### src/design/mmp_pkg.sv
package mmp_pkg;
   localparam int CNT_W = 16;

   // register byte offsets
   localparam logic [7:0] ADR_CTRL = 8'h00;
   localparam logic [7:0] ADR_STAT = 8'h04;
   localparam logic [7:0] ADR_CNT3 = 8'h08;
   localparam logic [7:0] ADR_CNT4 = 8'h0c;
   localparam logic [7:0] ADR_EDGE = 8'h10;
   localparam logic [7:0] ADR_BUF = 8'h20;
   localparam logic [7:0] ADR_STEP = 8'h04;

   // edge register slots: period/set3, phase1/clear3, phase2/set4, phase3/clear4
   localparam int EDGE_N = 4;
   localparam int E_PER = 0;
   localparam int E_PH1 = 1;
   localparam int E_PH2 = 2;
   localparam int E_PH3 = 3;

   // status bit positions
   localparam int ST_CMPA3 = 0;
   localparam int ST_CMPB3 = 1;
   localparam int ST_WRAP3 = 2;
   localparam int ST_CMPA4 = 3;
   localparam int ST_CMPB4 = 4;
   localparam int ST_WRAP4 = 5;
   localparam int ST_DOWN = 6;
   localparam int FLAG_N = 6;

   // counter clear sources
   localparam logic [1:0] CLR_NONE = 2'h0;
   localparam logic [1:0] CLR_A = 2'h1;
   localparam logic [1:0] CLR_B = 2'h2;
   localparam logic [1:0] CLR_SYNC = 2'h3;

   // values after reset, and counter top and zero values
   localparam logic [15:0] CTRL_RST = 16'h0000;
   localparam logic [15:0] CNT_RST = 16'h0000;
   localparam logic [15:0] EDGE_RST = 16'hffff;
   localparam logic [15:0] CNT_TOP = 16'hffff;
   localparam logic [15:0] CNT_ZERO = 16'h0000;

   typedef enum logic [1:0] {COMBO_NONE, COMBO_RSYNC, COMBO_COMPL, COMBO_RSVD} mmp_combo_e;

   typedef struct packed {
      logic [1:0] psc;
      logic sync;
      logic [1:0] clr4;
      logic [1:0] clr3;
      logic buf_en;
      logic polarity_sel_ch4;
      logic polarity_sel_ch3;
      mmp_combo_e combo;
      logic pwm4;
      logic pwm3;
      logic run4;
      logic run3;
   } mmp_ctrl_s;

   typedef struct packed {
      logic [7:0] addr;
      logic [31:0] wdata;
      logic wr;
      logic rd;
   } mmp_bus_s;

   typedef struct packed {
      logic phase3_out_n;
      logic phase3_out;
      logic phase2_out_n;
      logic phase2_out;
      logic phase1_out_n;
      logic phase1_out;
   } mmp_pins_s;
endpackage

### src/design/mmp_tick.sv
`timescale 1ns/10ps
module mmp_tick (
   input wire logic i_clk,
   input wire logic i_resetn,
   input wire logic [1:0] i_sel,
   output logic o_tick
);
   typedef struct packed {
      logic [2:0] div;
      logic tick;
   } mmp_tick_s;

   mmp_tick_s s_r;
   mmp_tick_s s_nxt;
   logic [2:0] mask;

   // divide by 1, 2, 4 or 8
   always_comb begin
      mask = 3'((4'h1 << i_sel) - 4'h1);
      s_nxt = s_r;
      s_nxt.div = s_r.div + 3'h1;
      s_nxt.tick = (s_r.div & mask) == mask;
   end

   always_ff @(posedge i_clk) begin
      if (!i_resetn) begin
         s_r <= '0;
      end else begin
         s_r <= s_nxt;
      end
   end

   assign o_tick = s_r.tick;
endmodule

### src/design/mmp_timer.sv
// Operation
// - single PWM: pin A goes 1 on set-time match, 0 on clear-time match.
// - single PWM counter clears on either match; sync and free-run allowed.
// - clear on clear-time match with larger set-time gives 0% duty.
// - clear on set-time match with larger clear-time gives 100% duty.
// - reset-sync mode combines channels 3 and 4 into three pairs.
// - reset-sync mode makes six pins outputs and lead counter counts up.
// - phase pins map to channel 3 A/B, channel 4 A/xA, B/xB.
// - software zeroes lead counter first; lag counter runs on its own.
// - reset-sync: lead counter equal to period clears to zero.
// - reset-sync: pairs toggle on own edge match and on clear.
// - complementary mode makes six pins outputs, both counters up/down.
// - complementary pairs never active together.
// - counters turn down on period match, up on lag underflow.
// - matches occur lead, lag, lag, lead each cycle.
// - edge above period gives constant phase output.
// - complementary counters overshoot/undershoot; special flag and transfer rules.
// - complementary: lead compare-A flag only up, lag wrap only underflow.
// - buffered complementary copies buffers at up period match and underflow.
// - equal set and clear times leave the pin unchanged.
// - match acts as the counter leaves the matching value.
//
// The placing of the registers and the plain strobed port were chosen for this implementation.
`timescale 1ns/10ps
module mmp_timer (
   input wire logic i_clk,
   input wire logic i_resetn,
   input wire mmp_pkg::mmp_bus_s i_bus,
   output logic [31:0] o_rdata,
   output mmp_pkg::mmp_pins_s o_pins,
   output mmp_pkg::mmp_pins_s o_pins_oe_n
);
   typedef struct packed {
      mmp_pkg::mmp_ctrl_s ctrl;
      logic [15:0] cnt3;
      logic [15:0] cnt4;
      logic [3:0][15:0] edge_r;
      logic [3:0][15:0] buf_r;
      logic [5:0] flags;
      logic down;
      logic under;
      logic [2:0] ph;
      mmp_pkg::mmp_pins_s pins;
      mmp_pkg::mmp_pins_s oe_n;
      logic [31:0] rdata;
   } mmp_state_s;

   mmp_state_s s_r;
   mmp_state_s s_nxt;
   logic tick;
   logic t3;
   logic t4;
   logic m_a3;
   logic m_b3;
   logic m_a4;
   logic m_b4;
   logic rs2;
   logic rs3;
   logic uf;
   logic is_none;
   logic is_rsync;
   logic is_compl;

   // compare fires on a counter tick while equal
   function automatic logic mmp_hit(input logic en, input logic [15:0] c, input logic [15:0] r);
      return en && (c == r);
   endfunction

   function automatic logic mmp_clr(input logic [1:0] sel, input logic a, input logic b);
      return (sel == mmp_pkg::CLR_A && a) || (sel == mmp_pkg::CLR_B && b);
   endfunction

   function automatic logic [1:0] mmp_pair(input logic pol, input logic p, input logic q);
      return {q ~^ pol, p ~^ pol};
   endfunction

   mmp_tick u_tick (
      .i_clk(i_clk),
      .i_resetn(i_resetn),
      .i_sel(s_r.ctrl.psc),
      .o_tick(tick)
   );

   assign is_rsync = s_r.ctrl.combo == mmp_pkg::COMBO_RSYNC;
   assign is_compl = s_r.ctrl.combo == mmp_pkg::COMBO_COMPL;
   assign is_none = !is_rsync && !is_compl;
   assign t3 = tick && s_r.ctrl.run3;
   assign t4 = tick && (is_compl ? s_r.ctrl.run3 : s_r.ctrl.run4);
   assign m_a3 = mmp_hit(t3, s_r.cnt3, s_r.edge_r[mmp_pkg::E_PER]);
   assign m_b3 = mmp_hit(t3, s_r.cnt3, s_r.edge_r[mmp_pkg::E_PH1]);
   assign m_a4 = mmp_hit(t4, s_r.cnt4, s_r.edge_r[mmp_pkg::E_PH2]);
   assign m_b4 = mmp_hit(t4, s_r.cnt4, s_r.edge_r[mmp_pkg::E_PH3]);
   assign rs2 = mmp_hit(t3, s_r.cnt3, s_r.edge_r[mmp_pkg::E_PH2]);
   assign rs3 = mmp_hit(t3, s_r.cnt3, s_r.edge_r[mmp_pkg::E_PH3]);
   assign uf = is_compl && t3 && s_r.down && s_r.cnt4 == mmp_pkg::CNT_ZERO;

   always_comb begin
      logic c3;
      logic c4;
      logic [5:0] set_f;
      logic [2:0] pos;
      logic [2:0] neg;
      logic [1:0] pr;
      c3 = 1'b0;
      c4 = 1'b0;
      set_f = '0;
      pos = '0;
      neg = '0;
      pr = '0;
      s_nxt = s_r;
      s_nxt.rdata = '0;
      if (i_bus.wr && i_bus.addr == mmp_pkg::ADR_STAT) begin
         s_nxt.flags = s_r.flags & ~i_bus.wdata[5:0];
      end
      unique case (s_r.ctrl.combo)
         mmp_pkg::COMBO_NONE, mmp_pkg::COMBO_RSVD: begin
            c3 = mmp_clr(s_r.ctrl.clr3, m_a3, m_b3);
            c4 = mmp_clr(s_r.ctrl.clr4, m_a4, m_b4);
            if (s_r.ctrl.sync) begin
               c3 = c3 || (s_r.ctrl.clr3 == mmp_pkg::CLR_SYNC && t3 && c4);
               c4 = c4 || (s_r.ctrl.clr4 == mmp_pkg::CLR_SYNC && t4 && c3);
            end
            if (t3) begin
               s_nxt.cnt3 = c3 ? mmp_pkg::CNT_ZERO : s_r.cnt3 + 16'h0001;
            end
            if (t4) begin
               s_nxt.cnt4 = c4 ? mmp_pkg::CNT_ZERO : s_r.cnt4 + 16'h0001;
            end
            set_f[mmp_pkg::ST_WRAP3] = t3 && !c3 && s_r.cnt3 == mmp_pkg::CNT_TOP;
            set_f[mmp_pkg::ST_WRAP4] = t4 && !c4 && s_r.cnt4 == mmp_pkg::CNT_TOP;
            set_f[mmp_pkg::ST_CMPA3] = m_a3;
            set_f[mmp_pkg::ST_CMPA4] = m_a4;
            // set on A, clear on B, equal holds
            if (s_r.ctrl.pwm3 && m_a3 && !m_b3) begin
               s_nxt.pins.phase1_out = 1'b1;
            end
            if (s_r.ctrl.pwm3 && m_b3 && !m_a3) begin
               s_nxt.pins.phase1_out = 1'b0;
            end
            if (s_r.ctrl.pwm4 && m_a4 && !m_b4) begin
               s_nxt.pins.phase2_out = 1'b1;
            end
            if (s_r.ctrl.pwm4 && m_b4 && !m_a4) begin
               s_nxt.pins.phase2_out = 1'b0;
            end
            set_f[mmp_pkg::ST_CMPB3] = m_b3;
            set_f[mmp_pkg::ST_CMPB4] = m_b4;
         end
         mmp_pkg::COMBO_RSYNC: begin
            if (t3) begin
               s_nxt.cnt3 = m_a3 ? mmp_pkg::CNT_ZERO : s_r.cnt3 + 16'h0001;
            end
            if (t4) begin
               s_nxt.cnt4 = s_r.cnt4 + 16'h0001;
            end
            set_f[mmp_pkg::ST_WRAP4] = t4 && s_r.cnt4 == mmp_pkg::CNT_TOP;
            set_f[mmp_pkg::ST_CMPA3] = m_a3;
            set_f[mmp_pkg::ST_CMPB3] = m_b3;
            s_nxt.ph = s_r.ph ^ {rs3 ^ m_a3, rs2 ^ m_a3, m_b3 ^ m_a3};
            if (s_r.ctrl.buf_en && m_a3) begin
               s_nxt.edge_r = s_r.buf_r;
            end
         end
         mmp_pkg::COMBO_COMPL: begin
            // count on past the turn point, then reverse
            if (t3 && !s_r.down) begin
               s_nxt.cnt3 = s_r.cnt3 + 16'h0001;
               s_nxt.cnt4 = s_r.cnt4 + 16'h0001;
               s_nxt.under = 1'b0;
            end else if (t3) begin
               s_nxt.cnt3 = s_r.cnt3 - 16'h0001;
               s_nxt.cnt4 = s_r.cnt4 - 16'h0001;
            end
            if (m_a3 && !s_r.down) begin
               s_nxt.down = 1'b1;
            end
            if (uf) begin
               s_nxt.down = 1'b0;
               s_nxt.under = 1'b1;
            end
            set_f[mmp_pkg::ST_CMPA3] = m_a3 && !s_r.down;
            set_f[mmp_pkg::ST_WRAP4] = uf;
            if (s_r.ctrl.buf_en && ((m_a3 && !s_r.down) || uf)) begin
               s_nxt.edge_r = s_r.buf_r;
            end
         end
      endcase
      s_nxt.flags = s_nxt.flags | set_f;
      // complementary: lag counter drives primary, lead drives partner; reset-sync pairs follow ph
      for (int k = 0; k < 3; k++) begin
         pos[k] = !s_nxt.under && s_nxt.cnt4 >= s_nxt.edge_r[k + 1];
         neg[k] = s_nxt.cnt3 < s_nxt.edge_r[k + 1];
      end
      if (s_nxt.ctrl.combo == mmp_pkg::COMBO_COMPL) begin
         pr = mmp_pair(s_r.ctrl.polarity_sel_ch3, pos[0], neg[0]);
         {s_nxt.pins.phase1_out_n, s_nxt.pins.phase1_out} = pr;
         pr = mmp_pair(s_r.ctrl.polarity_sel_ch4, pos[1], neg[1]);
         {s_nxt.pins.phase2_out_n, s_nxt.pins.phase2_out} = pr;
         pr = mmp_pair(s_r.ctrl.polarity_sel_ch4, pos[2], neg[2]);
         {s_nxt.pins.phase3_out_n, s_nxt.pins.phase3_out} = pr;
      end else if (s_nxt.ctrl.combo == mmp_pkg::COMBO_RSYNC) begin
         pr = mmp_pair(s_r.ctrl.polarity_sel_ch3, s_nxt.ph[0], !s_nxt.ph[0]);
         {s_nxt.pins.phase1_out_n, s_nxt.pins.phase1_out} = pr;
         pr = mmp_pair(s_r.ctrl.polarity_sel_ch4, s_nxt.ph[1], !s_nxt.ph[1]);
         {s_nxt.pins.phase2_out_n, s_nxt.pins.phase2_out} = pr;
         pr = mmp_pair(s_r.ctrl.polarity_sel_ch4, s_nxt.ph[2], !s_nxt.ph[2]);
         {s_nxt.pins.phase3_out_n, s_nxt.pins.phase3_out} = pr;
      end
      // software writes win over counting
      if (i_bus.wr) begin
         if (i_bus.addr == mmp_pkg::ADR_CTRL) begin
            s_nxt.ctrl = i_bus.wdata[15:0];
         end
         if (i_bus.addr == mmp_pkg::ADR_CNT3) begin
            s_nxt.cnt3 = i_bus.wdata[15:0];
            if (s_r.ctrl.sync) begin
               s_nxt.cnt4 = i_bus.wdata[15:0];
               s_nxt.under = 1'b0;
            end
         end
         if (i_bus.addr == mmp_pkg::ADR_CNT4) begin
            s_nxt.cnt4 = i_bus.wdata[15:0];
            s_nxt.under = 1'b0;
            if (s_r.ctrl.sync) begin
               s_nxt.cnt3 = i_bus.wdata[15:0];
            end
         end
         for (int k = 0; k < mmp_pkg::EDGE_N; k++) begin
            if (i_bus.addr == mmp_pkg::ADR_EDGE + 8'(k * 4)) begin
               s_nxt.edge_r[k] = i_bus.wdata[15:0];
            end
            if (i_bus.addr == mmp_pkg::ADR_BUF + 8'(k * 4)) begin
               s_nxt.buf_r[k] = i_bus.wdata[15:0];
            end
         end
      end
      // combined modes drive all six pins
      s_nxt.oe_n = '1;
      if (s_nxt.ctrl.combo == mmp_pkg::COMBO_RSYNC || s_nxt.ctrl.combo == mmp_pkg::COMBO_COMPL) begin
         s_nxt.oe_n = '0;
      end else begin
         s_nxt.oe_n.phase1_out = !s_nxt.ctrl.pwm3;
         s_nxt.oe_n.phase2_out = !s_nxt.ctrl.pwm4;
      end
      if (!s_r.down || s_nxt.ctrl.combo != mmp_pkg::COMBO_COMPL) begin
         s_nxt.down = s_nxt.ctrl.combo == mmp_pkg::COMBO_COMPL ? s_nxt.down : 1'b0;
      end
      if (i_bus.rd) begin
         unique case (i_bus.addr)
            mmp_pkg::ADR_CTRL: s_nxt.rdata = {16'h0000, s_r.ctrl};
            mmp_pkg::ADR_STAT: s_nxt.rdata = {25'h0000000, s_r.down, s_r.flags};
            mmp_pkg::ADR_CNT3: s_nxt.rdata = {16'h0000, s_r.cnt3};
            mmp_pkg::ADR_CNT4: s_nxt.rdata = {16'h0000, s_r.cnt4};
            default: begin
               for (int k = 0; k < mmp_pkg::EDGE_N; k++) begin
                  if (i_bus.addr == mmp_pkg::ADR_EDGE + 8'(k * 4)) begin
                     s_nxt.rdata = {16'h0000, s_r.edge_r[k]};
                  end
                  if (i_bus.addr == mmp_pkg::ADR_BUF + 8'(k * 4)) begin
                     s_nxt.rdata = {16'h0000, s_r.buf_r[k]};
                  end
               end
            end
         endcase
      end
   end

   always_ff @(posedge i_clk) begin
      if (!i_resetn) begin
         s_r.ctrl <= mmp_pkg::CTRL_RST;
         s_r.cnt3 <= mmp_pkg::CNT_RST;
         s_r.cnt4 <= mmp_pkg::CNT_RST;
         s_r.edge_r <= {4{mmp_pkg::EDGE_RST}};
         s_r.buf_r <= {4{mmp_pkg::EDGE_RST}};
         s_r.flags <= '0;
         s_r.down <= 1'b0;
         s_r.under <= 1'b0;
         s_r.ph <= '0;
         s_r.pins <= '0;
         s_r.oe_n <= '1;
         s_r.rdata <= '0;
      end else begin
         s_r <= s_nxt;
      end
   end

   assign o_rdata = s_r.rdata;
   assign o_pins = s_r.pins;
   assign o_pins_oe_n = s_r.oe_n;

   // checks

   a_pwm_sets_high: assert property (@(posedge i_clk) disable iff (!i_resetn)
      is_none && s_r.ctrl.pwm3 && m_a3 && !m_b3 && !i_bus.wr |=> o_pins.phase1_out)
      else $error("pin A not set on set-time match");
   a_pwm_clears_low: assert property (@(posedge i_clk) disable iff (!i_resetn)
      is_none && s_r.ctrl.pwm3 && m_b3 && !m_a3 && !i_bus.wr |=> !o_pins.phase1_out)
      else $error("pin A not cleared on clear-time match");
   a_pwm_equal_hold: assert property (@(posedge i_clk) disable iff (!i_resetn)
      is_none && m_a3 && m_b3 && !i_bus.wr |=> $stable(o_pins.phase1_out))
      else $error("pin moved on equal match");
   a_rsync_clear: assert property (@(posedge i_clk) disable iff (!i_resetn)
      is_rsync && m_a3 && !i_bus.wr |=> s_r.cnt3 == mmp_pkg::CNT_ZERO ##1 s_r.cnt3 <= 16'h0001)
      else $error("lead counter not restarted from zero");
   a_rsync_toggle: assert property (@(posedge i_clk) disable iff (!i_resetn)
      is_rsync && m_a3 && !m_b3 && !i_bus.wr |=> o_pins.phase1_out != $past(o_pins.phase1_out))
      else $error("phase pair did not toggle on clear");
   a_compl_nonoverlap: assert property (@(posedge i_clk) disable iff (!i_resetn)
      is_compl && $past(is_compl) |-> !(o_pins.phase1_out == s_r.ctrl.polarity_sel_ch3
      && o_pins.phase1_out_n == s_r.ctrl.polarity_sel_ch3))
      else $error("phase 1 pair active together");
   a_compl_turn: assert property (@(posedge i_clk) disable iff (!i_resetn)
      is_compl && !s_r.down && m_a3 && !i_bus.wr |=> s_r.down ##0 s_r.cnt3 == $past(s_r.cnt3) + 16'h0001)
      else $error("no overshoot turn at period match");
   a_compl_flag_up: assert property (@(posedge i_clk) disable iff (!i_resetn)
      is_compl && s_r.down && !i_bus.wr |=> !$rose(s_r.flags[mmp_pkg::ST_CMPA3]))
      else $error("compare flag set while counting down");
   a_compl_buf_xfer: assert property (@(posedge i_clk) disable iff (!i_resetn)
      is_compl && s_r.ctrl.buf_en && uf && !i_bus.wr |=> s_r.edge_r == $past(s_r.buf_r) && !s_r.down)
      else $error("buffers not moved at underflow");
   a_combo_pins_out: assert property (@(posedge i_clk) disable iff (!i_resetn)
      !is_none && !i_bus.wr |=> o_pins_oe_n == '0)
      else $error("combined mode pins not driven");
   a_pwm4_sets_high: assert property (@(posedge i_clk) disable iff (!i_resetn)
      is_none && s_r.ctrl.pwm4 && m_a4 && !m_b4 && !i_bus.wr |=> o_pins.phase2_out)
      else $error("channel 4 pin not set on set-time match");
   a_rsync_count_up: assert property (@(posedge i_clk) disable iff (!i_resetn)
      is_rsync && t3 && !m_a3 && !i_bus.wr |=> s_r.cnt3 == $past(s_r.cnt3) + 16'h0001)
      else $error("lead counter not counting up");
   a_compl_undershoot: assert property (@(posedge i_clk) disable iff (!i_resetn)
      is_compl && uf && !i_bus.wr |=> !s_r.down && s_r.cnt4 == mmp_pkg::CNT_TOP)
      else $error("lag counter did not undershoot and turn up");
   a_wrap_flag_set: assert property (@(posedge i_clk) disable iff (!i_resetn)
      is_compl && uf |=> s_r.flags[mmp_pkg::ST_WRAP4])
      else $error("wrap flag not set on underflow");

   c_single_pwm: cover property (@(posedge i_clk) disable iff (!i_resetn)
      is_none && s_r.ctrl.pwm3 && m_a3 ##[1:200] m_b3);
   c_rsync_wrap: cover property (@(posedge i_clk) disable iff (!i_resetn) is_rsync && m_a3);
   c_pwm4_match: cover property (@(posedge i_clk) disable iff (!i_resetn)
      is_none && s_r.ctrl.pwm4 && m_a4);
   c_compl_cycle: cover property (@(posedge i_clk) disable iff (!i_resetn)
      is_compl && m_a3 && !s_r.down ##[1:500] uf);
endmodule

### config.mk
export PLATFORM = sky130hd
export DESIGN_NAME = mmp_timer
export DESIGN_NICKNAME = d
export VERILOG_FILES = /design/src/design/mmp_pkg.sv /design/src/design/mmp_tick.sv /design/src/design/mmp_timer.sv
export SDC_FILE = /design/constraint.sdc
export NUM_CORES = 1
export LEC_CHECK = 0
export BUFFER_PORTS_ARGS = -buffer_cell sky130_fd_sc_hd__buf_2
export CELL_PAD_IN_SITES_DETAIL_PLACEMENT = 1
export CELL_PAD_IN_SITES_GLOBAL_PLACEMENT = 2
export CORE_MARGIN = 4
export CORE_UTILIZATION = 37
export DETAILED_ROUTE_END_ITERATION = 12
export PLACE_DENSITY_LB_ADDON = 0.05
export SLEW_MARGIN = 20
export SYNTH_ARGS = -nofsm -noshare
export SYNTH_HDL_FRONTEND = slang
export SYNTH_SLANG_ARGS = --single-unit
### constraint.sdc
create_clock -name i_clk -period 5.7 [get_ports i_clk]
set_input_delay 0.285 -clock i_clk [delete_from_list [all_inputs] [get_ports i_clk]]
set_output_delay 0.285 -clock i_clk [all_outputs]
set_load 0.01 [all_outputs]
Yosys cells after proc, flatten, opt, wreduce, memory -nomap -nowiden
Cells that the tools add are included.
{ "totals": {"output_inout_bits": 44, "register_bits": 235, "wordCells": 252, "input_bits": 44} }
{ "classes": {"eq_ne": 32, "n_reduce_logical": 77, "shifts": 1, "addsub": 6, "order_cmp": 6, "n_mux": 69, "bitwise": 20} }
{ "ops": {"columns": ["cell", "count"], "rows": [
  ["$mux W32", 11],
  ["$mux W16", 18],
  ["$mux W166", 1],
  ["$mux W64", 2],
  ["$pmux W32 S4", 1],
  ["$pmux W64 S2", 1],
  ["$eq A16 B16 Y1", 6],
  ["$pmux W32 S3", 1],
  ["$ge A16 B16 Y1", 3],
  ["$lt A16 B16 Y1", 3],
  ["$logic_and A1 B1 Y1", 40],
  ["$add A16 B1 Y16 const B", 2],
  ["$eq A16 B16 Y1 const B", 2],
  ["$eq A8 B5 Y1 const B", 4],
  ["$eq A8 B6 Y1 const B", 4],
  ["$sub A16 B1 Y16 const B", 2],
  ["$mux W6", 4],
  ["$mux W1", 23],
  ["$eq A8 B4 Y1 const B", 2],
  ["$logic_not A16 Y1", 1],
  ["$reduce_and A2 Y1", 8],
  ["$eq A2 B2 Y1 const B", 7],
  ["$logic_not A1 Y1", 13],
  ["$xnor A1 B1 Y1", 12],
  ["other kinds (25)", 40]
]} }

Depth between registers and ports, before layout
{ "depth": {"ltp_word": 23, "depth_mapped": 21, "depth_no_buf": 20} }

By module
A second synthesis with hierarchy kept.
{ "unflattened": {"hier_cells": 2064, "hier_area_um2": 15591.2} }
{ "by_module_without_submodules": {"columns": ["mod", "area_each_um2", "cells_per_inst", "seq_area_each_um2", "n_inst"], "rows": [
  ["mmp_timer", 15448.6, 2050, 4244.1, 1],
  ["mmp_tick", 142.6, 14, 80.1, 1]
]} }

Worst setup path after synthesis
No wires, ideal clock.
{ "synth_path": {"path_type": "reg2reg", "start": "register s_r[188] (netlist bit)", "end": "register s_r, in the netlist o_pins[2]", "stages_incl_launch_ff": 20, "period_less_slack_ns": 4.468, "setup_ns": 0.063, "required_time_ns": 5.637, "arrival_time_ns": 4.405, "n_path_buf": 2, "setup_slack_ns": 1.232, "cell_sequence": "dfxtp_1 > buf_6 > or4_4 > or3_4 > or2_2 > a21oi_1 > clkbuf_1 > a22oi_1 > nor2_1 > a21oi_1 > ha_1 > a21o_1 > a21o_1 > a21o_1 > a211oi_1 > o31a_1 > and3_1 > o211ai_1 > a2111oi_0 > nand3b_1"} }
{ "synth_between": {"elab_chain_cells": 17, "word_cells_on_any_way": 45, "cone_classes": "add/sub: 2; order compare: 1; eq/ne: 2; mux: 16; bitwise: 1; reduce/logical: 23"} }
{ "synth_rtl": {"columns": ["item", "line", "text"], "rows": [
  ["start, declared", "mmp_timer.sv:48", "mmp_state_s s_r;"],
  ["start signal, assigned", "mmp_timer.sv:283", "s_r <= s_nxt;"],
  ["$eq A16 B16 Y1", "mmp_timer.sv:66", "return en && (c == r);"],
  ["$logic_and A1 B1 Y1", "mmp_timer.sv:66", null],
  ["$logic_and A1 B1 Y1", "mmp_timer.sv:70", "return (sel == mmp_pkg::CLR_A && a) || (sel == mmp_pkg::CLR_B && b);"],
  ["$logic_or A1 B1 Y1", "mmp_timer.sv:70", null],
  ["$logic_and A1 B1 Y1", "mmp_timer.sv:120", "c3 = c3 || (s_r.ctrl.clr3 == mmp_pkg::CLR_SYNC && t3 && c4);"],
  ["$logic_or A1 B1 Y1", "mmp_timer.sv:120", null],
  ["$logic_and A1 B1 Y1", "mmp_timer.sv:121", "c4 = c4 || (s_r.ctrl.clr4 == mmp_pkg::CLR_SYNC && t4 && c3);"],
  ["$logic_or A1 B1 Y1", "mmp_timer.sv:121", null],
  ["$mux W1", "mmp_timer.sv:119", "if (s_r.ctrl.sync) begin"],
  ["$mux W1", "mmp_timer.sv:115", "unique case (s_r.ctrl.combo)"],
  ["$mux W16", "mmp_timer.sv:127", "s_nxt.cnt4 = c4 ? mmp_pkg::CNT_ZERO : s_r.cnt4 + 16'h0001;"],
  ["$mux W16", "mmp_timer.sv:126", "if (t4) begin"],
  ["$pmux W32 S3", "mmp_timer.sv:115", null],
  ["$ge A16 B16 Y1", "mmp_timer.sv:191", "pos[k] = !s_nxt.under && s_nxt.cnt4 >= s_nxt.edge_r[k + 1];"],
  ["$logic_and A1 B1 Y1", "mmp_timer.sv:191", null],
  ["$xnor A1 B1 Y1", "mmp_timer.sv:74", "return {q ~^ pol, p ~^ pol};"],
  ["$mux W6", "mmp_timer.sv:194", "if (s_nxt.ctrl.combo == mmp_pkg::COMBO_COMPL) begin"]
]} }
Parallel ways exist; a longest one is shown, timed or not. The select of a mux whose other input is x is not followed.
A chain may end at the register's enable or synchronous reset.

Worst setup path in the final report
{ "layout_path": {"start": "register s_r[219] (netlist bit)", "end": "register s_r, in the netlist o_pins[4]"} }
{ "layout_between": {"elab_chain_cells": 19, "word_cells_on_any_way": 41, "cone_classes": "order compare: 1; eq/ne: 3; mux: 14; bitwise: 2; reduce/logical: 21"} }
{ "layout_rtl": {"columns": ["item", "line", "text"], "rows": [
  ["$eq A2 B2 Y1", "mmp_timer.sv:85, mmp_timer.sv:115, mmp_timer.sv:194", null],
  ["$mux W1", "mmp_timer.sv:88", "assign t4 = tick && (is_compl ? s_r.ctrl.run3 : s_r.ctrl.run4);"],
  ["$logic_and A1 B1 Y1", "mmp_timer.sv:88", null],
  ["$logic_and A1 B1 Y1", "mmp_timer.sv:66", null],
  ["$logic_and A1 B1 Y1", "mmp_timer.sv:70", null],
  ["$logic_or A1 B1 Y1", "mmp_timer.sv:70", null],
  ["$logic_and A1 B1 Y1", "mmp_timer.sv:120", null],
  ["$logic_or A1 B1 Y1", "mmp_timer.sv:120", null],
  ["[3 not listed]", null, null],
  ["$mux W1", "mmp_timer.sv:115", null],
  ["$mux W16", "mmp_timer.sv:127", null],
  ["$mux W16", "mmp_timer.sv:126", null],
  ["$pmux W32 S3", "mmp_timer.sv:115", null],
  ["$ge A16 B16 Y1", "mmp_timer.sv:191", null],
  ["$logic_and A1 B1 Y1", "mmp_timer.sv:191", null],
  ["$xnor A1 B1 Y1", "mmp_timer.sv:74", null],
  ["$mux W6", "mmp_timer.sv:194", null]
]} }
Parallel ways exist; a longest one is shown, timed or not. The select of a mux whose other input is x is not followed.

==> results.json <==
{
  "outcome": "finished, final reports clean",
  "post_cts_buffers": 0,
  "cts_resized": 0,
  "grtUsageMet1_pct": 49.10,
  "final_cell_mix": "nand2_1, dfxtp_1, nor2_1",
  "power_density_nw_per_um2": 200.2,
  "hold_viol_final": 0,
  "clock_path_buffers": 3,
  "finalNetCount": 2300,
  "finalSetupViolCount": 0,
  "wl_per_cell_um": 31.19,
  "grt_max_degree": 64,
  "crit-reg2reg-launch": "s_r[219]",
  "internal_power_uw": 2713,
  "use_met3_pct": 5.907,
  "maxSlewHeadroom_pct": 27.30,
  "dpl.hpwl_um": 66660,
  "fmax_mhz": 183.0,
  "pwr-share-seq_pct": 41.9,
  "layout_commonest_cell": "nand2_1",
  "final_util_pct": 43.06,
  "period_needed_ns": 5.463,
  "pwr-share-comb_pct": 4.9,
  "synth_enable_flop_cells": 0,
  "cts-hold-fix-buffers": 0,
  "via_per_inst": 6.469,
  "cts.clk_slew.worst_paths_ns": 0.06,
  "grt_pass1_vias": 17570,
  "overflow": 0,
  "leakagePower_uw": 0.007372,
  "ys_seq_area_share_pct": 27.10,
  "synthArstFlopShare_pct": 0,
  "synth-simple-area-share_pct": 22.64,
  "p_switching_uw": 935.5,
  "postRouteAntennaNets": 0,
  "num_rows": 75,
  "crit_path_end_kind": "flop",
  "rrSetupSlack_ns": 0.24,
  "synth-seq-cells": 216,
  "min_to": "s_r[221]",
  "initial_core_util_pct": 37.70,
  "layout-drive-gt1-share_pct": 13.23,
  "vias": 17840,
  "finalMaxSlewViolations": 0,
  "cts_buffers": 28,
  "path_max_fanout": 12,
  "fin_tns_setup_ns": 0,
  "synthAdderAreaFrac_pct": 7.833,
  "dieHeight_um": 215.7,
  "clk_latency_ns": 0.57,
  "drv_cap": 0,
  "die_w_um": 215.7,
  "ys.flop_type": "dfxtp_1",
  "num_io_pins": 88,
  "syn_inst": 2128,
  "core_area_um2": 42320,
  "criticalPathCategory": "reg2reg",
  "ys_warn_count": 0,
  "track_usage_pct": 35.62,
  "holdPathStages": 3,
  "min_from": "i_bus[8]",
  "crit_path_start_kind": "flop",
  "cp_data_arrival_time_ns": 5.94,
  "synth.cell_area_um2": 15960,
  "routed_wl_um": 86000,
  "clock_sinks": 216,
  "synth_top_family_by_area": "compound AO/OA/AOI/OAI gates",
  "avgSynthCellArea_um2": 7.498,
  "max_slew.worst_pin.slew_ns": 1.091,
  "switching_share_pct": 25.64,
  "timing.hold.ws_ns": 0.09054,
  "io_buffers": 55,
  "initialDrtViolationCount": 2039,
  "met2_usage_pct": 56.46,
  "worstRegToRegCells": 20,
  "grt_first_pass_wirelength_um": 124200,
  "dieArea_um2": 46510,
  "synthMuxAreaShare_pct": 0.8861,
  "synth_compound_area_share_pct": 27.00,
  "yosysUniqueCellTypes": 82,
  "top_usage_layer": "met2",
  "place_congestion": 1.028,
  "r2r_end": "o_pins[4]",
  "vdd_drop_max_v": 0.0002100,
  "cts_tree": "done",
  "place_inst": 2704,
  "fin_cells": 2757,
  "synthXorXnorAreaFrac_pct": 7.167,
  "clock_skew_ns": 0.01248,
  "cts_root_buffer": "clkbuf_16",
  "area_delta_synth_final_pct": 14.20,
  "drtPass1Iterations": 6,
  "period_share_pct": 95.85,
  "cp.required_ns": 6.17,
  "rsz0062_at_grt": "no",
  "antenna_found_initial": 4,
  "holdCritPathClass": "in2reg",
  "route.detailed.drc": 0,
  "clkPwrFrac_pct": 53.2,
  "htree_levels": 1
}
## synthesized netlist by cell type (44+ instances only)
cell      instances  area (um^2)
xnor2_1          84        735.7
dfxtp_1         216         4324
a221oi_1         45        394.1
nand2_1         307         1152
ha_1             99         1239
a22oi_1         107        803.3
o21ai_0          79        395.4
nand3_1         110        550.5
xor2_1           44        385.4
buf_4            46        345.3
clkbuf_1        156        585.6
a21oi_1         148        740.7
nor2_1          168        630.6
## critical path: stages (launching register included)
cell and delay (ns):
dfxtp_1 0.42, inv_1 0.07, ha_2 0.20, mux2_2 0.34, nand2_1 0.11, nor4_1 0.41
a32o_1 0.45, a211oi_1 0.12, buf_4 0.18, or2_2 0.39, a32oi_1 0.22, mux2i_1 0.21
ha_1 0.36, a21o_1 0.19, a21o_1 0.17, a2111oi_1 0.58, buf_4 0.21, nand2b_1 0.06
o21ai_1 0.30, a221oi_1 0.14, a311oi_1 0.23
## flip-flops by register name, summed over array words and instances (netlist names)
register	flops
o_pins_oe_n	3
o_rdata	16
s_r	187
o_pins	6
u_tick.s_r	3
u_tick.o_tick	1
## cell families (layout without fill, tap and decap cells)
kind of cell | after synthesis | count (layout)
compound gates | 624 | 624
xor+xnor | 129 | 129
fa+ha+maj | 100 | 100
buf+inv | 260 | 294
flops | 216 | 216
mux | 14 | 14
other cells | 1 | 19
simple gates | 784 | 784
## routing by layer
metal	wire length, um	up-vias
met3	7333	179
met2	37950	877
met4	3694	4
li1	-	7756
met1	36990	9019
met5	27	-
## worst max path at each step
stage / startpoint / to / slack [ns] / cells after the start
after floorplan: s_r[188] / o_pins[2] / 1.23 / 19
after global placement: s_r[187] / o_pins[4] / 0.33 / 18
after detailed placement: s_r[219] / o_pins[4] / 0.16 / 20
after CTS: s_r[219] / o_pins[4] / 0.13 / 19
after global routing: s_r[219] / o_pins[3] / 0.05 / 21
final: s_r[219] / o_pins[4] / 0.24 / 20
## layout make-up
type | instances | area [um^2]
Inverter | 32 | 120.1
Timing Repair Buffer | 212 | 1519
Antenna cell | 3 | 7.507
Sequential cell | 216 | 4324
Multi-Input combinational cell | 1667 | 10550
Fill cell | 5172 | 24100
Clock inverter | 16 | 207.7
Tap cell | 577 | 721.9
Clock buffer | 34 | 774.5
## through the flow
| step | power, uW | cell area (um^2) | setup WS, ns |
|---|---|---|---|
| 3_3_place_gp | 1733 | 17230 | 0.3290 |
| 6_report | 3648 | 18220 | 0.2367 |
| 3_5_place_dp | 1736 | 17230 | 0.1630 |
| 4_1_cts | 3645 | 18210 | 0.1303 |
| 2_1_floorplan | 1664 | 16010 | 1.232 |
| 5_1_grt | 3725 | 18220 | 0.05123 |
## power by group through the flow
stage                     registers [uW]  logic (uW)  clock network, uW
after CTS                           1530         174               1940
final                               1530         179               1940
after global placement              1560         171                  0
after floorplan                     1550         109                  0
after global routing                1530         187               2010
after detailed placement            1560         173                  0
No activity file was read; power rests on OpenSTA's default activity.
